===== src/core/slsc_defs.vh =====
`ifndef SLSC_DEFS_VH
`define SLSC_DEFS_VH

// ------------------------------------------------------------
// register indices (byte address is four times the index)
// ------------------------------------------------------------
`define SLSC_IDX_W 12
`define SLSC_IDX_STRATEGY 12'h30e
`define SLSC_IDX_LOOKUP0 12'h310
`define SLSC_IDX_APPLIED 12'h318
`define SLSC_ADDR_W 14
`define SLSC_ALIGN_OK 2'h0

// ------------------------------------------------------------
// field positions
// ------------------------------------------------------------
`define SLSC_STRAT_SHAPER 1
`define SLSC_STRAT_POLICER 0
`define SLSC_LUE0_VLAN_EN 7
`define SLSC_LUE0_DROP_INV 6
`define SLSC_LUE0_AGE_HI 5
`define SLSC_LUE0_AGE_LO 3
`define SLSC_LUE0_RSVD_MC 2
`define SLSC_LUE0_HASH_HI 1
`define SLSC_LUE0_HASH_LO 0
`define SLSC_APP_SHAPER 9
`define SLSC_APP_POLICER 8

// ------------------------------------------------------------
// reset values
// ------------------------------------------------------------
`define SLSC_RST_SHAPER 1'h0
`define SLSC_RST_POLICER 1'h1
`define SLSC_RST_VLAN_EN 1'h0
`define SLSC_RST_DROP_INV 1'h1
`define SLSC_RST_AGE 3'h4
`define SLSC_RST_RSVD_MC 1'h0
`define SLSC_RST_HASH 2'h1

// ------------------------------------------------------------
// hash select codes
// ------------------------------------------------------------
`define SLSC_HASH_DIRECT 2'h0
`define SLSC_HASH_CRC 2'h1
`define SLSC_HASH_XOR 2'h2
`define SLSC_HASH_DIRECT_ALT 2'h3
`define SLSC_CRC10_POLY 10'h233
`define SLSC_CRC10_INIT 10'h3ff

// ------------------------------------------------------------
// vlan decision codes
// ------------------------------------------------------------
`define SLSC_VACT_PASS 3'h0
`define SLSC_VACT_FWD 3'h1
`define SLSC_VACT_DROP 3'h2
`define SLSC_VACT_HOST 3'h3
`define SLSC_VACT_UNKNOWN 3'h4

// ------------------------------------------------------------
// credit overhead per frame, in bytes
// ------------------------------------------------------------
`define SLSC_IPG_BYTES 16'h000c
`define SLSC_PREAMBLE_BYTES 16'h0008
`define SLSC_ZERO_BYTES 16'h0000

`endif


===== src/core/slsc_hash.v =====
`timescale 1ns/10ps
`include "slsc_defs.vh"

module slsc_hash (
	input wire [47:0] dst_addr,
	input wire [1:0] address_hash_select,
	output reg [9:0] table_index
);

// ------------------------------------------------------------
// crc and xor folds of the destination address
// ------------------------------------------------------------
// bitwise crc-10, msb first; fine for a one-cycle lookup at 200 mhz
function [9:0] crc10;
	input [47:0] data;
	integer i;
	reg [9:0] c;
	reg fb;
	begin
		c = `SLSC_CRC10_INIT;
		for (i = 47; i >= 0; i = i - 1) begin
			fb = c[9] ^ data[i];
			c = {c[8:0], 1'b0};
			if (fb) begin
				c = c ^ `SLSC_CRC10_POLY;
			end
		end
		crc10 = c;
	end
endfunction

wire [9:0] xor_index;
// top eight bits are zero-extended into the last slice
assign xor_index = dst_addr[9:0] ^ dst_addr[19:10] ^ dst_addr[29:20] ^
	dst_addr[39:30] ^ {2'h0, dst_addr[47:40]};

// ------------------------------------------------------------
// index select
// ------------------------------------------------------------
always @* begin
	case (address_hash_select)
		`SLSC_HASH_CRC: table_index = crc10(dst_addr); // [RULE10]
		`SLSC_HASH_XOR: table_index = xor_index; // [RULE11]
		`SLSC_HASH_DIRECT: table_index = dst_addr[9:0]; // [RULE9]
		`SLSC_HASH_DIRECT_ALT: table_index = dst_addr[9:0]; // [RULE9]
		default: table_index = dst_addr[9:0];
	endcase
end

endmodule // slsc_hash


===== src/core/slsc_top.v =====
// Behaviour
// RULE1: shaper bit set charges data plus gap and preamble, clear charges data only; resets 0.
// RULE2: policer bit set deducts data plus gap and preamble, clear deducts data only; resets 1.
// RULE3: the vlan enable bit gates all vlan forwarding and filtering decisions and resets clear.
// RULE4: software programs the vlan table fully before setting the vlan enable bit.
// RULE5: invalid vlan id frames drop while the drop bit is set (reset), else go to the host.
// RULE6: enabled unknown-vlan forwarding overrides the drop setting for unrecognised vlan ids.
// RULE7: each dynamic entry write or refresh loads the three-bit age count, which resets to 100b.
// RULE8: reserved multicast table is consulted only while its bit is set; resets clear.
// RULE9: hash select 00 or 11 indexes the dynamic table by the ten low destination address bits.
// RULE10: hash select 01, the reset value, maps entries with a crc hash.
// RULE11: hash select 10 maps entries with an xor hash.
// RULE12: reserved strategy bits read as zero and ignore writes.
// RULE13: a setting applies to frames starting after the write, not to frames in progress.
`timescale 1ns/10ps
`include "slsc_defs.vh"

module slsc_top (
	input wire pclk,
	input wire presetn,
	// apb slave
	input wire psel,
	input wire penable,
	input wire pwrite,
	input wire [13:0] paddr,
	input wire [31:0] pwdata,
	output wire pready,
	output reg [31:0] prdata,
	output reg pslverr,
	// frame start, credit accounting
	input wire frame_start,
	input wire [13:0] frame_len,
	output reg charge_valid,
	output reg [15:0] shaper_charge,
	output reg [15:0] policer_charge,
	// lookup request
	input wire lookup_req,
	input wire [47:0] dst_addr,
	input wire vid_hit,
	input wire unknown_vid_fwd_en,
	input wire rsvd_mc_match,
	output reg lookup_done,
	output reg [9:0] table_index,
	output reg [2:0] vlan_action,
	output reg rsvd_mc_use,
	// dynamic entry update
	input wire entry_update,
	output reg entry_age_valid,
	output reg [2:0] entry_age_count
);

// ------------------------------------------------------------
// apb decode
// ------------------------------------------------------------
wire [11:0] reg_idx;
wire aligned;
wire hit_strategy;
wire hit_lookup0;
wire hit_applied;
wire mapped;
wire setup_phase;
wire write_now;

// register offsets are word indices, so the byte address carries two
// extra low bits that must be zero for a hit
assign reg_idx = paddr[13:2];
assign aligned = (paddr[1:0] == `SLSC_ALIGN_OK);
assign hit_strategy = aligned && (reg_idx == `SLSC_IDX_STRATEGY);
assign hit_lookup0 = aligned && (reg_idx == `SLSC_IDX_LOOKUP0);
assign hit_applied = aligned && (reg_idx == `SLSC_IDX_APPLIED);
// a miss or a misaligned address answers with pslverr and changes nothing
assign mapped = hit_strategy || hit_lookup0 || hit_applied;
assign setup_phase = psel && !penable;
// zero wait states: every access phase completes in its first cycle
assign pready = psel && penable;
assign write_now = psel && penable && pwrite;

// ------------------------------------------------------------
// live configuration registers
// ------------------------------------------------------------
reg shaper_acct;
reg policer_acct;
reg vlan_en;
reg drop_invalid_vid;
reg [2:0] age_count;
reg rsvd_mc_en;
reg [1:0] address_hash_select;

// only bits 1:0 of the strategy word are stored; the rest is dropped
// a write lands only at the access edge, where pready is already high
always @(posedge pclk or negedge presetn) begin
	if (!presetn) begin
		shaper_acct <= `SLSC_RST_SHAPER; // [RULE1]
		policer_acct <= `SLSC_RST_POLICER; // [RULE2]
		vlan_en <= `SLSC_RST_VLAN_EN; // [RULE3]
		drop_invalid_vid <= `SLSC_RST_DROP_INV; // [RULE5]
		age_count <= `SLSC_RST_AGE; // [RULE7]
		rsvd_mc_en <= `SLSC_RST_RSVD_MC; // [RULE8]
		address_hash_select <= `SLSC_RST_HASH; // [RULE10]
	end else if (write_now) begin
		if (hit_strategy) begin
			shaper_acct <= pwdata[`SLSC_STRAT_SHAPER];
			policer_acct <= pwdata[`SLSC_STRAT_POLICER]; // [RULE12]
		end
		if (hit_lookup0) begin
			vlan_en <= pwdata[`SLSC_LUE0_VLAN_EN];
			drop_invalid_vid <= pwdata[`SLSC_LUE0_DROP_INV];
			age_count <= pwdata[`SLSC_LUE0_AGE_HI:`SLSC_LUE0_AGE_LO];
			rsvd_mc_en <= pwdata[`SLSC_LUE0_RSVD_MC];
			address_hash_select <= pwdata[`SLSC_LUE0_HASH_HI:`SLSC_LUE0_HASH_LO];
		end
	end
end

// ------------------------------------------------------------
// applied configuration, captured at frame start
// ------------------------------------------------------------
// a frame keeps the settings seen when it began, so a write made while
// it is in flight cannot change its treatment halfway through
// limitation: one frame is tracked at a time; the next frame start
// overwrites the settings captured for the frame before it
reg ap_shaper;
reg ap_policer;
reg ap_vlan_en;
reg ap_drop_inv;
reg [2:0] ap_age;
reg ap_rsvd_mc;
reg [1:0] ap_hash;

always @(posedge pclk or negedge presetn) begin
	if (!presetn) begin
		ap_shaper <= `SLSC_RST_SHAPER;
		ap_policer <= `SLSC_RST_POLICER;
		ap_vlan_en <= `SLSC_RST_VLAN_EN;
		ap_drop_inv <= `SLSC_RST_DROP_INV;
		ap_age <= `SLSC_RST_AGE;
		ap_rsvd_mc <= `SLSC_RST_RSVD_MC;
		ap_hash <= `SLSC_RST_HASH;
	end else if (frame_start) begin
		ap_shaper <= shaper_acct; // [RULE13]
		ap_policer <= policer_acct;
		ap_vlan_en <= vlan_en;
		ap_drop_inv <= drop_invalid_vid;
		ap_age <= age_count;
		ap_rsvd_mc <= rsvd_mc_en;
		ap_hash <= address_hash_select;
	end
end

// the frame that starts this cycle already uses the live values
// reset values stand in until the first frame start captures settings
wire eff_vlan_en;
wire eff_drop_inv;
wire [2:0] eff_age;
wire eff_rsvd_mc;
wire [1:0] eff_hash;

assign eff_vlan_en = frame_start ? vlan_en : ap_vlan_en; // [RULE13]
assign eff_drop_inv = frame_start ? drop_invalid_vid : ap_drop_inv;
assign eff_age = frame_start ? age_count : ap_age;
assign eff_rsvd_mc = frame_start ? rsvd_mc_en : ap_rsvd_mc;
assign eff_hash = frame_start ? address_hash_select : ap_hash;

// ------------------------------------------------------------
// register read data
// ------------------------------------------------------------
reg [31:0] next_prdata;

// read data is captured in the setup cycle so prdata comes from a flop
// unassigned bits keep the zero default, so reserved bits read as zero
always @* begin
	next_prdata = 32'h00000000;
	if (hit_strategy) begin
		next_prdata[`SLSC_STRAT_SHAPER] = shaper_acct;
		next_prdata[`SLSC_STRAT_POLICER] = policer_acct; // [RULE12]
	end else if (hit_lookup0) begin
		next_prdata[`SLSC_LUE0_VLAN_EN] = vlan_en;
		next_prdata[`SLSC_LUE0_DROP_INV] = drop_invalid_vid;
		next_prdata[`SLSC_LUE0_AGE_HI:`SLSC_LUE0_AGE_LO] = age_count;
		next_prdata[`SLSC_LUE0_RSVD_MC] = rsvd_mc_en;
		next_prdata[`SLSC_LUE0_HASH_HI:`SLSC_LUE0_HASH_LO] = address_hash_select;
	end else if (hit_applied) begin
		// strategy bits sit above the lookup byte, whose layout is reused below
		next_prdata[`SLSC_APP_SHAPER] = ap_shaper;
		next_prdata[`SLSC_APP_POLICER] = ap_policer;
		next_prdata[`SLSC_LUE0_VLAN_EN] = ap_vlan_en;
		next_prdata[`SLSC_LUE0_DROP_INV] = ap_drop_inv;
		next_prdata[`SLSC_LUE0_AGE_HI:`SLSC_LUE0_AGE_LO] = ap_age;
		next_prdata[`SLSC_LUE0_RSVD_MC] = ap_rsvd_mc;
		next_prdata[`SLSC_LUE0_HASH_HI:`SLSC_LUE0_HASH_LO] = ap_hash;
	end
end

always @(posedge pclk or negedge presetn) begin
	if (!presetn) begin
		prdata <= 32'h00000000;
		pslverr <= 1'b0;
	end else if (setup_phase) begin
		prdata <= pwrite ? 32'h00000000 : next_prdata;
		pslverr <= !mapped; // unmapped or misaligned: error, no write
	end
end

// ------------------------------------------------------------
// credit accounting
// ------------------------------------------------------------
wire [15:0] len_ext;
wire [15:0] overhead;
wire [15:0] shaper_extra;
wire [15:0] policer_extra;
wire [15:0] shaper_total;
wire [15:0] policer_total;

assign len_ext = {2'h0, frame_len};
assign overhead = `SLSC_IPG_BYTES + `SLSC_PREAMBLE_BYTES;
assign shaper_extra = shaper_acct ? overhead : `SLSC_ZERO_BYTES; // [RULE1]
assign policer_extra = policer_acct ? overhead : `SLSC_ZERO_BYTES; // [RULE2]

// both totals are formed every cycle; only a frame start loads them
assign shaper_total = len_ext + shaper_extra; // [RULE1]
assign policer_total = len_ext + policer_extra; // [RULE2]

// a 14-bit length plus 20 bytes cannot overflow 16 bits
always @(posedge pclk or negedge presetn) begin
	if (!presetn) begin
		charge_valid <= 1'b0;
		shaper_charge <= 16'h0000;
		policer_charge <= 16'h0000;
	end else begin
		charge_valid <= frame_start;
		if (frame_start) begin
			shaper_charge <= shaper_total; // [RULE1]
			policer_charge <= policer_total; // [RULE2]
		end
	end
end

// ------------------------------------------------------------
// lookup: hash index, vlan decision, reserved multicast
// ------------------------------------------------------------
wire [9:0] hash_index;
wire next_rsvd_mc_use;

// a reserved match alone is not enough; the table must also be enabled
assign next_rsvd_mc_use = eff_rsvd_mc && rsvd_mc_match; // [RULE8]

// the hash mode follows the frame's applied settings, not a mid-frame write
slsc_hash u_hash (
	.dst_addr(dst_addr),
	.address_hash_select(eff_hash),
	.table_index(hash_index)
);

reg [2:0] next_vlan_action;

// unknown-vid forwarding beats the drop bit; vlan off means no decision
always @* begin
	next_vlan_action = `SLSC_VACT_PASS;
	if (!eff_vlan_en) begin
		next_vlan_action = `SLSC_VACT_PASS; // [RULE3]
	end else if (vid_hit) begin
		next_vlan_action = `SLSC_VACT_FWD;
	end else if (unknown_vid_fwd_en) begin
		next_vlan_action = `SLSC_VACT_UNKNOWN; // [RULE6]
	end else if (eff_drop_inv) begin
		next_vlan_action = `SLSC_VACT_DROP; // [RULE5]
	end else begin
		next_vlan_action = `SLSC_VACT_HOST; // [RULE5]
	end
end

always @(posedge pclk or negedge presetn) begin
	if (!presetn) begin
		lookup_done <= 1'b0;
		table_index <= 10'h000;
		vlan_action <= `SLSC_VACT_PASS;
		rsvd_mc_use <= 1'b0;
	end else begin
		lookup_done <= lookup_req;
		if (lookup_req) begin
			table_index <= hash_index; // [RULE9]
			vlan_action <= next_vlan_action; // [RULE3]
			rsvd_mc_use <= next_rsvd_mc_use; // [RULE8]
		end
	end
end

// ------------------------------------------------------------
// age count for dynamic entry writes and refreshes
// ------------------------------------------------------------
// a refresh inside a frame keeps the age that frame began with, so a
// write to the age field never splits one frame across two aging times
always @(posedge pclk or negedge presetn) begin
	if (!presetn) begin
		entry_age_valid <= 1'b0;
		entry_age_count <= `SLSC_RST_AGE;
	end else begin
		entry_age_valid <= entry_update;
		if (entry_update) begin
			entry_age_count <= eff_age; // [RULE7]
		end
	end
end

endmodule // slsc_top


===== config.mk =====
export PLATFORM = sky130hd
export DESIGN_NAME = slsc_top
export DESIGN_NICKNAME = d
export VERILOG_FILES = /design/src/core/slsc_hash.v /design/src/core/slsc_top.v
export VERILOG_INCLUDE_DIRS = /design/src /design/src/core
export SDC_FILE = /design/constraint.sdc
export NUM_CORES = 1
export LEC_CHECK = 0
export BUFFER_PORTS_ARGS = -buffer_cell sky130_fd_sc_hd__buf_2
export CORE_MARGIN = 1
export CORE_UTILIZATION = 46
export CTS_BUF_LIST = sky130_fd_sc_hd__clkbuf_4 sky130_fd_sc_hd__clkbuf_8
export DETAILED_ROUTE_END_ITERATION = 7
export PLACE_DENSITY = 0.8
export RECOVER_POWER = 50
export REMOVE_ABC_BUFFERS = 1
export SKIP_LAST_GASP = 1
export SYNTH_ARGS = -nofsm -noshare
export SYNTH_HDL_FRONTEND = slang
export SYNTH_SLANG_ARGS = --single-unit

===== constraint.sdc =====
create_clock -name pclk -period 1.8 [get_ports pclk]
set_input_delay 0.36 -clock pclk [delete_from_list [all_inputs] [get_ports pclk]]
set_output_delay 0.36 -clock pclk [all_outputs]
set_load 0.03 [all_outputs]

==> results.ini, run 1 <==
[run_status]
outcome=complete, but fails checks
violations=negative setup slack

[sta]
min_period_ps=2490
finClkSkew_ps=13.4
fin_crit_sh_pct=138
hold_ws_ps=204
hold_viol_final=0
setup_slack_ps=-690
tightest_slew_ps=1180
rsz0062_at_grt=true
maxSlewHeadroom_pct=21.3
clock.fmax_mhz=402
slew_viol_final=0
setup_viol=33

[pwr]
comb_power_share_pct=55.6
switching_power_w=0.00280
power.density_nw_per_um2=983
total_power_w=0.00771
intPower_w=0.00491
swShare_pct=36.4
vdd_drop_max_mv=1.01
clkPwrFrac_pct=19.7
power_frac_seq_pct=24.8
leakagePower_nw=3.83

[clock_tree]
ctsHtreeMaxLevel=3
clkLatencyLatePin_ps=350
cts_inserted_buffers=9
clockBufferDepth=2
root_buffer=clkbuf_8
clkSinkCount=79
cts_tree=built
clk_pin_slew_worst_paths_ps=90

[logic_synthesis]
ys.flop_type=dfrtp_1
synth_top_family_by_area=XOR/XNOR gates
synth_cell_types=47
synth_xor_area_share_pct=26.9
async_reset_ff_share_pct=100
synth_simple_gate_area_share_pct=7.68
synth_cells=481
synth_edf_count=0
synth_most_common_cell=xnor2_1
synthTopCellsByArea=dfrtp_1 (34%), xnor2_1 (16%), mux2_2 (7.7%), xnor3_1 (5.7%), dfstp_2 (4.6%)
yosys.area.top_type=dfrtp_1
syn_area_sq_um=5100
synth_common_cells=xnor2_1 (92), dfrtp_1 (70), nor2_1 (42)
synth_compound_area_share_pct=8.83
synth_fa_ha_area_share_pct=1.96
synth_mux_area_share_pct=9.00
synth_top_area_share_pct=34.3
seq_area_frac_synth_pct=39.0
ys_ff_latch=79
ys.warnings.count=0
synth_area_per_cell_sq_um=10.6

[global_routing]
grt_pass1_vias=4887
grt_use_total_pct=28.0
grt_pass1_wl_um=24400
grt-ovfl-total=0
antenna_found_initial=1
grt_start_max_net_pins=57

[die]
dieHeight_um=107
initial_core_util_pct=47.1
dieArea_sq_um=11500
fp-row-count=38
io_pins=205
coreArea_sq_um=10800
fp.dieW_um=107

[placement]
port-buffer-count=156
place_inst=854
globalplace.congestion=0.894
post-dp-hpwl_um=10700

[setup_path]
crit_arrival_ps=2730
worstReg2RegStart=address_hash_select[0]
cp-start-kind=input pin
crit_start=dst_addr[1]
cpPeakStageDelay_ps=510
critPathRequiredTime_ps=2040
crit_type=in2reg
cp_slowest_cell=xnor3_1
end_kind=register
path_max_fanout=2
cp_cell_sequence=buf_2, xor2_2, xnor2_2, xnor3_1, xnor2_2, xnor3_1, xnor2_1, a21oi_1, mux2_4
r2r_cells=6

[min_path]
hp-class=in2reg
whs_path_depth=2
hold_path_startpoint=unknown_vid_fwd_en

[layout]
fin_nets=871
syn2layout_area_growth_pct=53.7
multi_input_area_sq_um=3550
final_cell_count_no_fill=889
fillers=703
seq_area_sq_um=1990
antenna_cells=0
drive_above_1_share_pct=54.2

[drt]
wire_per_inst_um=19.0
drc=0
finalWirelength_um=16900
vias=4815
ant_nets=0
drtIter0Drc=411
firstDrtPassIters=6
routed_via_density=5.42

[job]
drv_cap=0

## logic make-up after synthesis
family	count (synthesis)
adder cells (fa/ha/maj)	8
AO/OA/AOI/OAI	74
buffers and inverters	63
flip-flops	79
AND/OR/NAND/NOR	83
other	1
XOR/XNOR	132
multiplexers	41
## layout make-up
| class | count | area share, % |
|---|---|---|
| clock buffers | 9 | 1.58 |
| clock inverters | 7 | 1.31 |
| inverters | 20 | 0.957 |
| multi-input cells | 362 | 45.3 |
| flip-flops and latches | 79 | 25.4 |
| well taps | 140 | 2.23 |
| repair buffers | 272 | 23.2 |
## critical path: cells and delay by family
family	cells	cell delay [ps]
xor+xnor	6	1830
mux	1	270
buf+inv	1	140
compound gates	1	120
## per-stage QoR
step / utilization [%] / setup slack, ps / TNS [ps] / area [sq um]
6_report: 72.3 / -690 / -6300 / 7840
5_1_grt: 72.3 / -649 / -11390 / 7840
4_1_cts: 69.1 / -400 / -3410 / 7490
3_5_place_dp: 61.1 / -1100 / -22900 / 6630
3_3_place_gp: 61.1 / -977 / -21070 / 6630
2_1_floorplan: - / -878 / -14080 / 4930
## routing by layer
metal | up-vias | part of all wire, % | track usage (%)
li1 | 2098 | - | -
met3 | 79 | 7.4 | 7.08
met4 | 2 | 5.5 | 14.9
met2 | 311 | 53 | 50.6
met1 | 2325 | 34 | 30.0
met5 | - | 0.065 | 0
## path summary, 6_finish.rpt
| kind | slack [ps] | end |
|---|---|---|
| max in group asynchronous | 150 | shaper_charge[2] |
| worst min register to register | 510 | prdata[3] |
| min in group asynchronous | 760 | policer_charge[14] |
| worst max-delay path | -690 | table_index[4] |
| worst min-delay path | 200 | vlan_action[1] |
| worst max register to register | -240 | table_index[6] |
## timing repair
action                                 in CTS  in global routing
pin swaps                                  54                 39
setup buffers                               9                 12
setup endpoints to repair                  32                 35
resized for setup                         100                 50
hold buffers                                1                  0
endpoints found under the hold margin      14                  0
## registers in the layout, summed over array words and instances (netlist names), 2 cells and up
name                 flops
shaper_charge           13
address_hash_select      2
age_count                3
table_index             10
vlan_action              3
policer_charge          15
ap_hash                  2
prdata                  10
ap_age                   3
entry_age_count          3
## power groups by stage
stage	logic [W]	clock network [W]	registers, W
3_5_place_dp	0.00299	0	0.00194
4_1_cts	0.00353	0.00154	0.00191
6_report	0.00428	0.00152	0.00191
5_1_grt	0.00443	0.00163	0.00192
2_1_floorplan	0.00174	0	0.00211
3_3_place_gp	0.00291	0	0.00193
## placed cells by master, fill, tap and decap left out, types with 9 or more instances in the layout
cell        n
buf_2     133
buf_4     104
dfrtp_1    70
xnor2_1    55
nor2_1     39
a21oi_1    35
xnor2_2    31
buf_6      25
conb_1     24
mux2_2     21
inv_1      19
mux2_4     12
nand2_1    11
xor2_1     11
xnor2_4     9
clkbuf_8    9
(Power assumes the default switching activity.)
==> inputs of run 2 (changes only) <==
==> constraint.sdc (replaced) <==
create_clock -name pclk -period 2.2 [get_ports pclk]
set_input_delay 0.44 -clock pclk [delete_from_list [all_inputs] [get_ports pclk]]
set_output_delay 0.44 -clock pclk [all_outputs]
set_load 0.03 [all_outputs]
==> results.ini, run 2 (synthesis results as in run 1) <==
[drt]
firstDrtPassIters=5  ; was 6
routed_via_density=5.24  ; was 5.42
vias=4538  ; was 4,815
ant_nets=0  ; unchanged
wire_per_inst_um=17.8  ; was 19.0 um
drtIter0Drc=323  ; was 411
drc=0  ; unchanged
finalWirelength_um=15400  ; was 16,900 um

[layout]
final_area_sq_um=7280  ; was 7840 sq um
antenna_cells=0  ; unchanged
final_cell_mix=buf_2 (143), buf_4 (86), xnor2_1 (70), dfrtp_1 (70), nor2_1 (42)  ; was buf_2 (133), buf_4 (104), dfrtp_1 (70), xnor2_1 (55), nor2_1 (39)
top_register=policer_charge  ; unchanged
final_cell_count_no_fill=866  ; was 889
fin_nets=848  ; was 871
layout_commonest_cell=buf_2  ; unchanged
largest_reg_flops=15  ; unchanged
seq_area_sq_um=1990  ; unchanged
syn2layout_area_growth_pct=42.7  ; was 53.7%
fillers=787  ; was 703
top_regs=policer_charge (15), shaper_charge (13)  ; unchanged
drive_above_1_share_pct=50.0  ; was 54.2%
multi_input_area_sq_um=3250  ; was 3550 sq um

[clock_tree]
root_buffer=clkbuf_8  ; unchanged
clkLatencyLatePin_ps=340  ; was 350 ps
hold_buffers=0  ; was 1
clockBufferDepth=2  ; unchanged
clk_pin_slew_worst_paths_ps=80  ; was 90 ps
cts_inserted_buffers=9  ; unchanged
cts_tree=built  ; unchanged
clkSinkCount=79  ; unchanged
ctsHtreeMaxLevel=3  ; unchanged

[run_status]
violations=negative setup slack  ; unchanged
outcome=complete, but fails checks  ; unchanged

[die]
coreArea_sq_um=10800  ; unchanged
fp-row-count=38  ; unchanged
initial_core_util_pct=47.1  ; unchanged
dieHeight_um=107  ; unchanged
io_pins=205  ; unchanged
dieArea_sq_um=11500  ; unchanged
fp.dieW_um=107  ; unchanged

[sta]
slew_viol_final=0  ; unchanged
maxSlewHeadroom_pct=32.2  ; was 21.3%
clock.fmax_mhz=393
setup_viol=8  ; was 33
fin_crit_sh_pct=116
min_period_ps=2550
finClkSkew_ps=13.4  ; about the same
setup_slack_ps=-347  ; was -690 ps
hold_ws_ps=259  ; was 204 ps
hold_viol_final=0  ; unchanged
rsz0062_at_grt=true  ; unchanged
tightest_slew_ps=1020  ; was 1180 ps

[setup_path]
critPathRequiredTime_ps=2420  ; was 2040 ps
crit_type=in2reg  ; unchanged
crit_arrival_ps=2770  ; was 2730 ps
end_kind=register  ; unchanged
cp-start-kind=input pin  ; unchanged
path_max_fanout=2  ; unchanged

[global_routing]
grt-ovfl-total=0  ; unchanged
grt_pass1_vias=4701  ; was 4,887
grt_use_total_pct=26.1  ; was 28.0%
grt_start_max_net_pins=57  ; unchanged
grt_pass1_wl_um=23200  ; was 24,400 um
antenna_found_initial=0  ; was 1

[pwr]
power.density_nw_per_um2=807  ; was 983 nW/um^2
comb_power_share_pct=54.9  ; was 55.6%
switching_power_w=0.00207  ; was 0.00280 W
intPower_w=0.00381  ; was 0.00491 W
swShare_pct=35.2  ; was 36.4%
total_power_w=0.00588  ; was 0.00771 W
power_frac_seq_pct=26.5  ; was 24.8%
leakagePower_nw=3.58  ; was 3.83 nW
clkPwrFrac_pct=18.5  ; was 19.7%
vdd_drop_max_mv=0.967  ; was 1.01 mV

[placement]
post-dp-hpwl_um=10400  ; was 10,700 um
place_ws_ps=-763  ; was -1100 ps
placed_area_sq_um=6540  ; was 6630 sq um
port-buffer-count=156  ; unchanged
place_inst=842  ; was 854
globalplace.congestion=0.913  ; was 0.894

[min_path]
hp-class=in2async  ; was in2reg

[job]
drv_cap=0  ; unchanged

-- run 2: changes by cell type in the layout (fill, tap and decap cells not counted), sizes merged --
cell	change
clkinvlp	+1
inv	-3
bufinv	-1
buf	-19
dlygate4sd3	-1
-- run 2: final timing paths --
kind                                        start                  to  slack [ps]  cells past startpoint
max reg2reg                address_hash_select[1]      table_index[6]          90                      7
min reg2reg                               pslverr             pslverr         490                      2
max in group asynchronous                 presetn        policer_acct        1120                      2
min in group pclk              unknown_vid_fwd_en      vlan_action[1]         320                      2
max                                  dst_addr[19]      table_index[4]        -350                      9
min                                       presetn  policer_charge[12]         260                      1
-- run 2: power by group through the flow --
stage / clock network [W] / registers, W / logic (W)
2_1_floorplan: 0 / 0.00173 / 0.00142
3_3_place_gp: 0 / 0.00158 / 0.00240
3_5_place_dp: 0 / 0.00158 / 0.00246
4_1_cts: 0.00113 / 0.00156 / 0.00281
5_1_grt: 0.00119 / 0.00157 / 0.00336
6_report: 0.00109 / 0.00156 / 0.00323
-- run 2: metal layers --
layer,up-vias,global-route usage (%),part of all wire (%)
met5,-,0,0
met4,0,10.8,4.4
met3,52,4.96,6.9
met2,222,48.1,53
met1,2210,29.4,36
li1,2054,-,-
-- run 2: worst max-delay path, stage by stage --
cell and delay [ps]:
buf_6 80, xnor3_2 450, xnor3_2 460, xnor2_4 180, xnor2_2 250, xnor3_1 290
xnor2_1 230, a21oi_1 110, mux2_4 280
-- run 2: metrics by stage --
stage / TNS [ps] / util [%]
3_3_place_gp: -11920 / 60.3
6_report: -1080 / 67.1
4_1_cts: -343 / 65.1
2_1_floorplan: -5700 / -
3_5_place_dp: -13380 / 60.3
5_1_grt: -1320 / 67.1
-- run 2: what timing repair did --
action                                  4_1_cts  5_1_grt
setup buffers                                 7        2
endpoints found under the setup margin       26       16
resized for setup                            44       39
pin swaps                                    32       27
-- run 2: final cells by class --
| class | count | share of cell area (%) |
|---|---|---|
| sequential | 79 | 27.3 |
| multi-input combinational | 362 | 44.7 |
| timing repair buffer | 249 | 21.8 |
| inverter | 20 | 1.03 |
| clock buffer | 12 | 2.10 |
| clock inverter | 4 | 0.653 |
| tap | 140 | 2.41 |
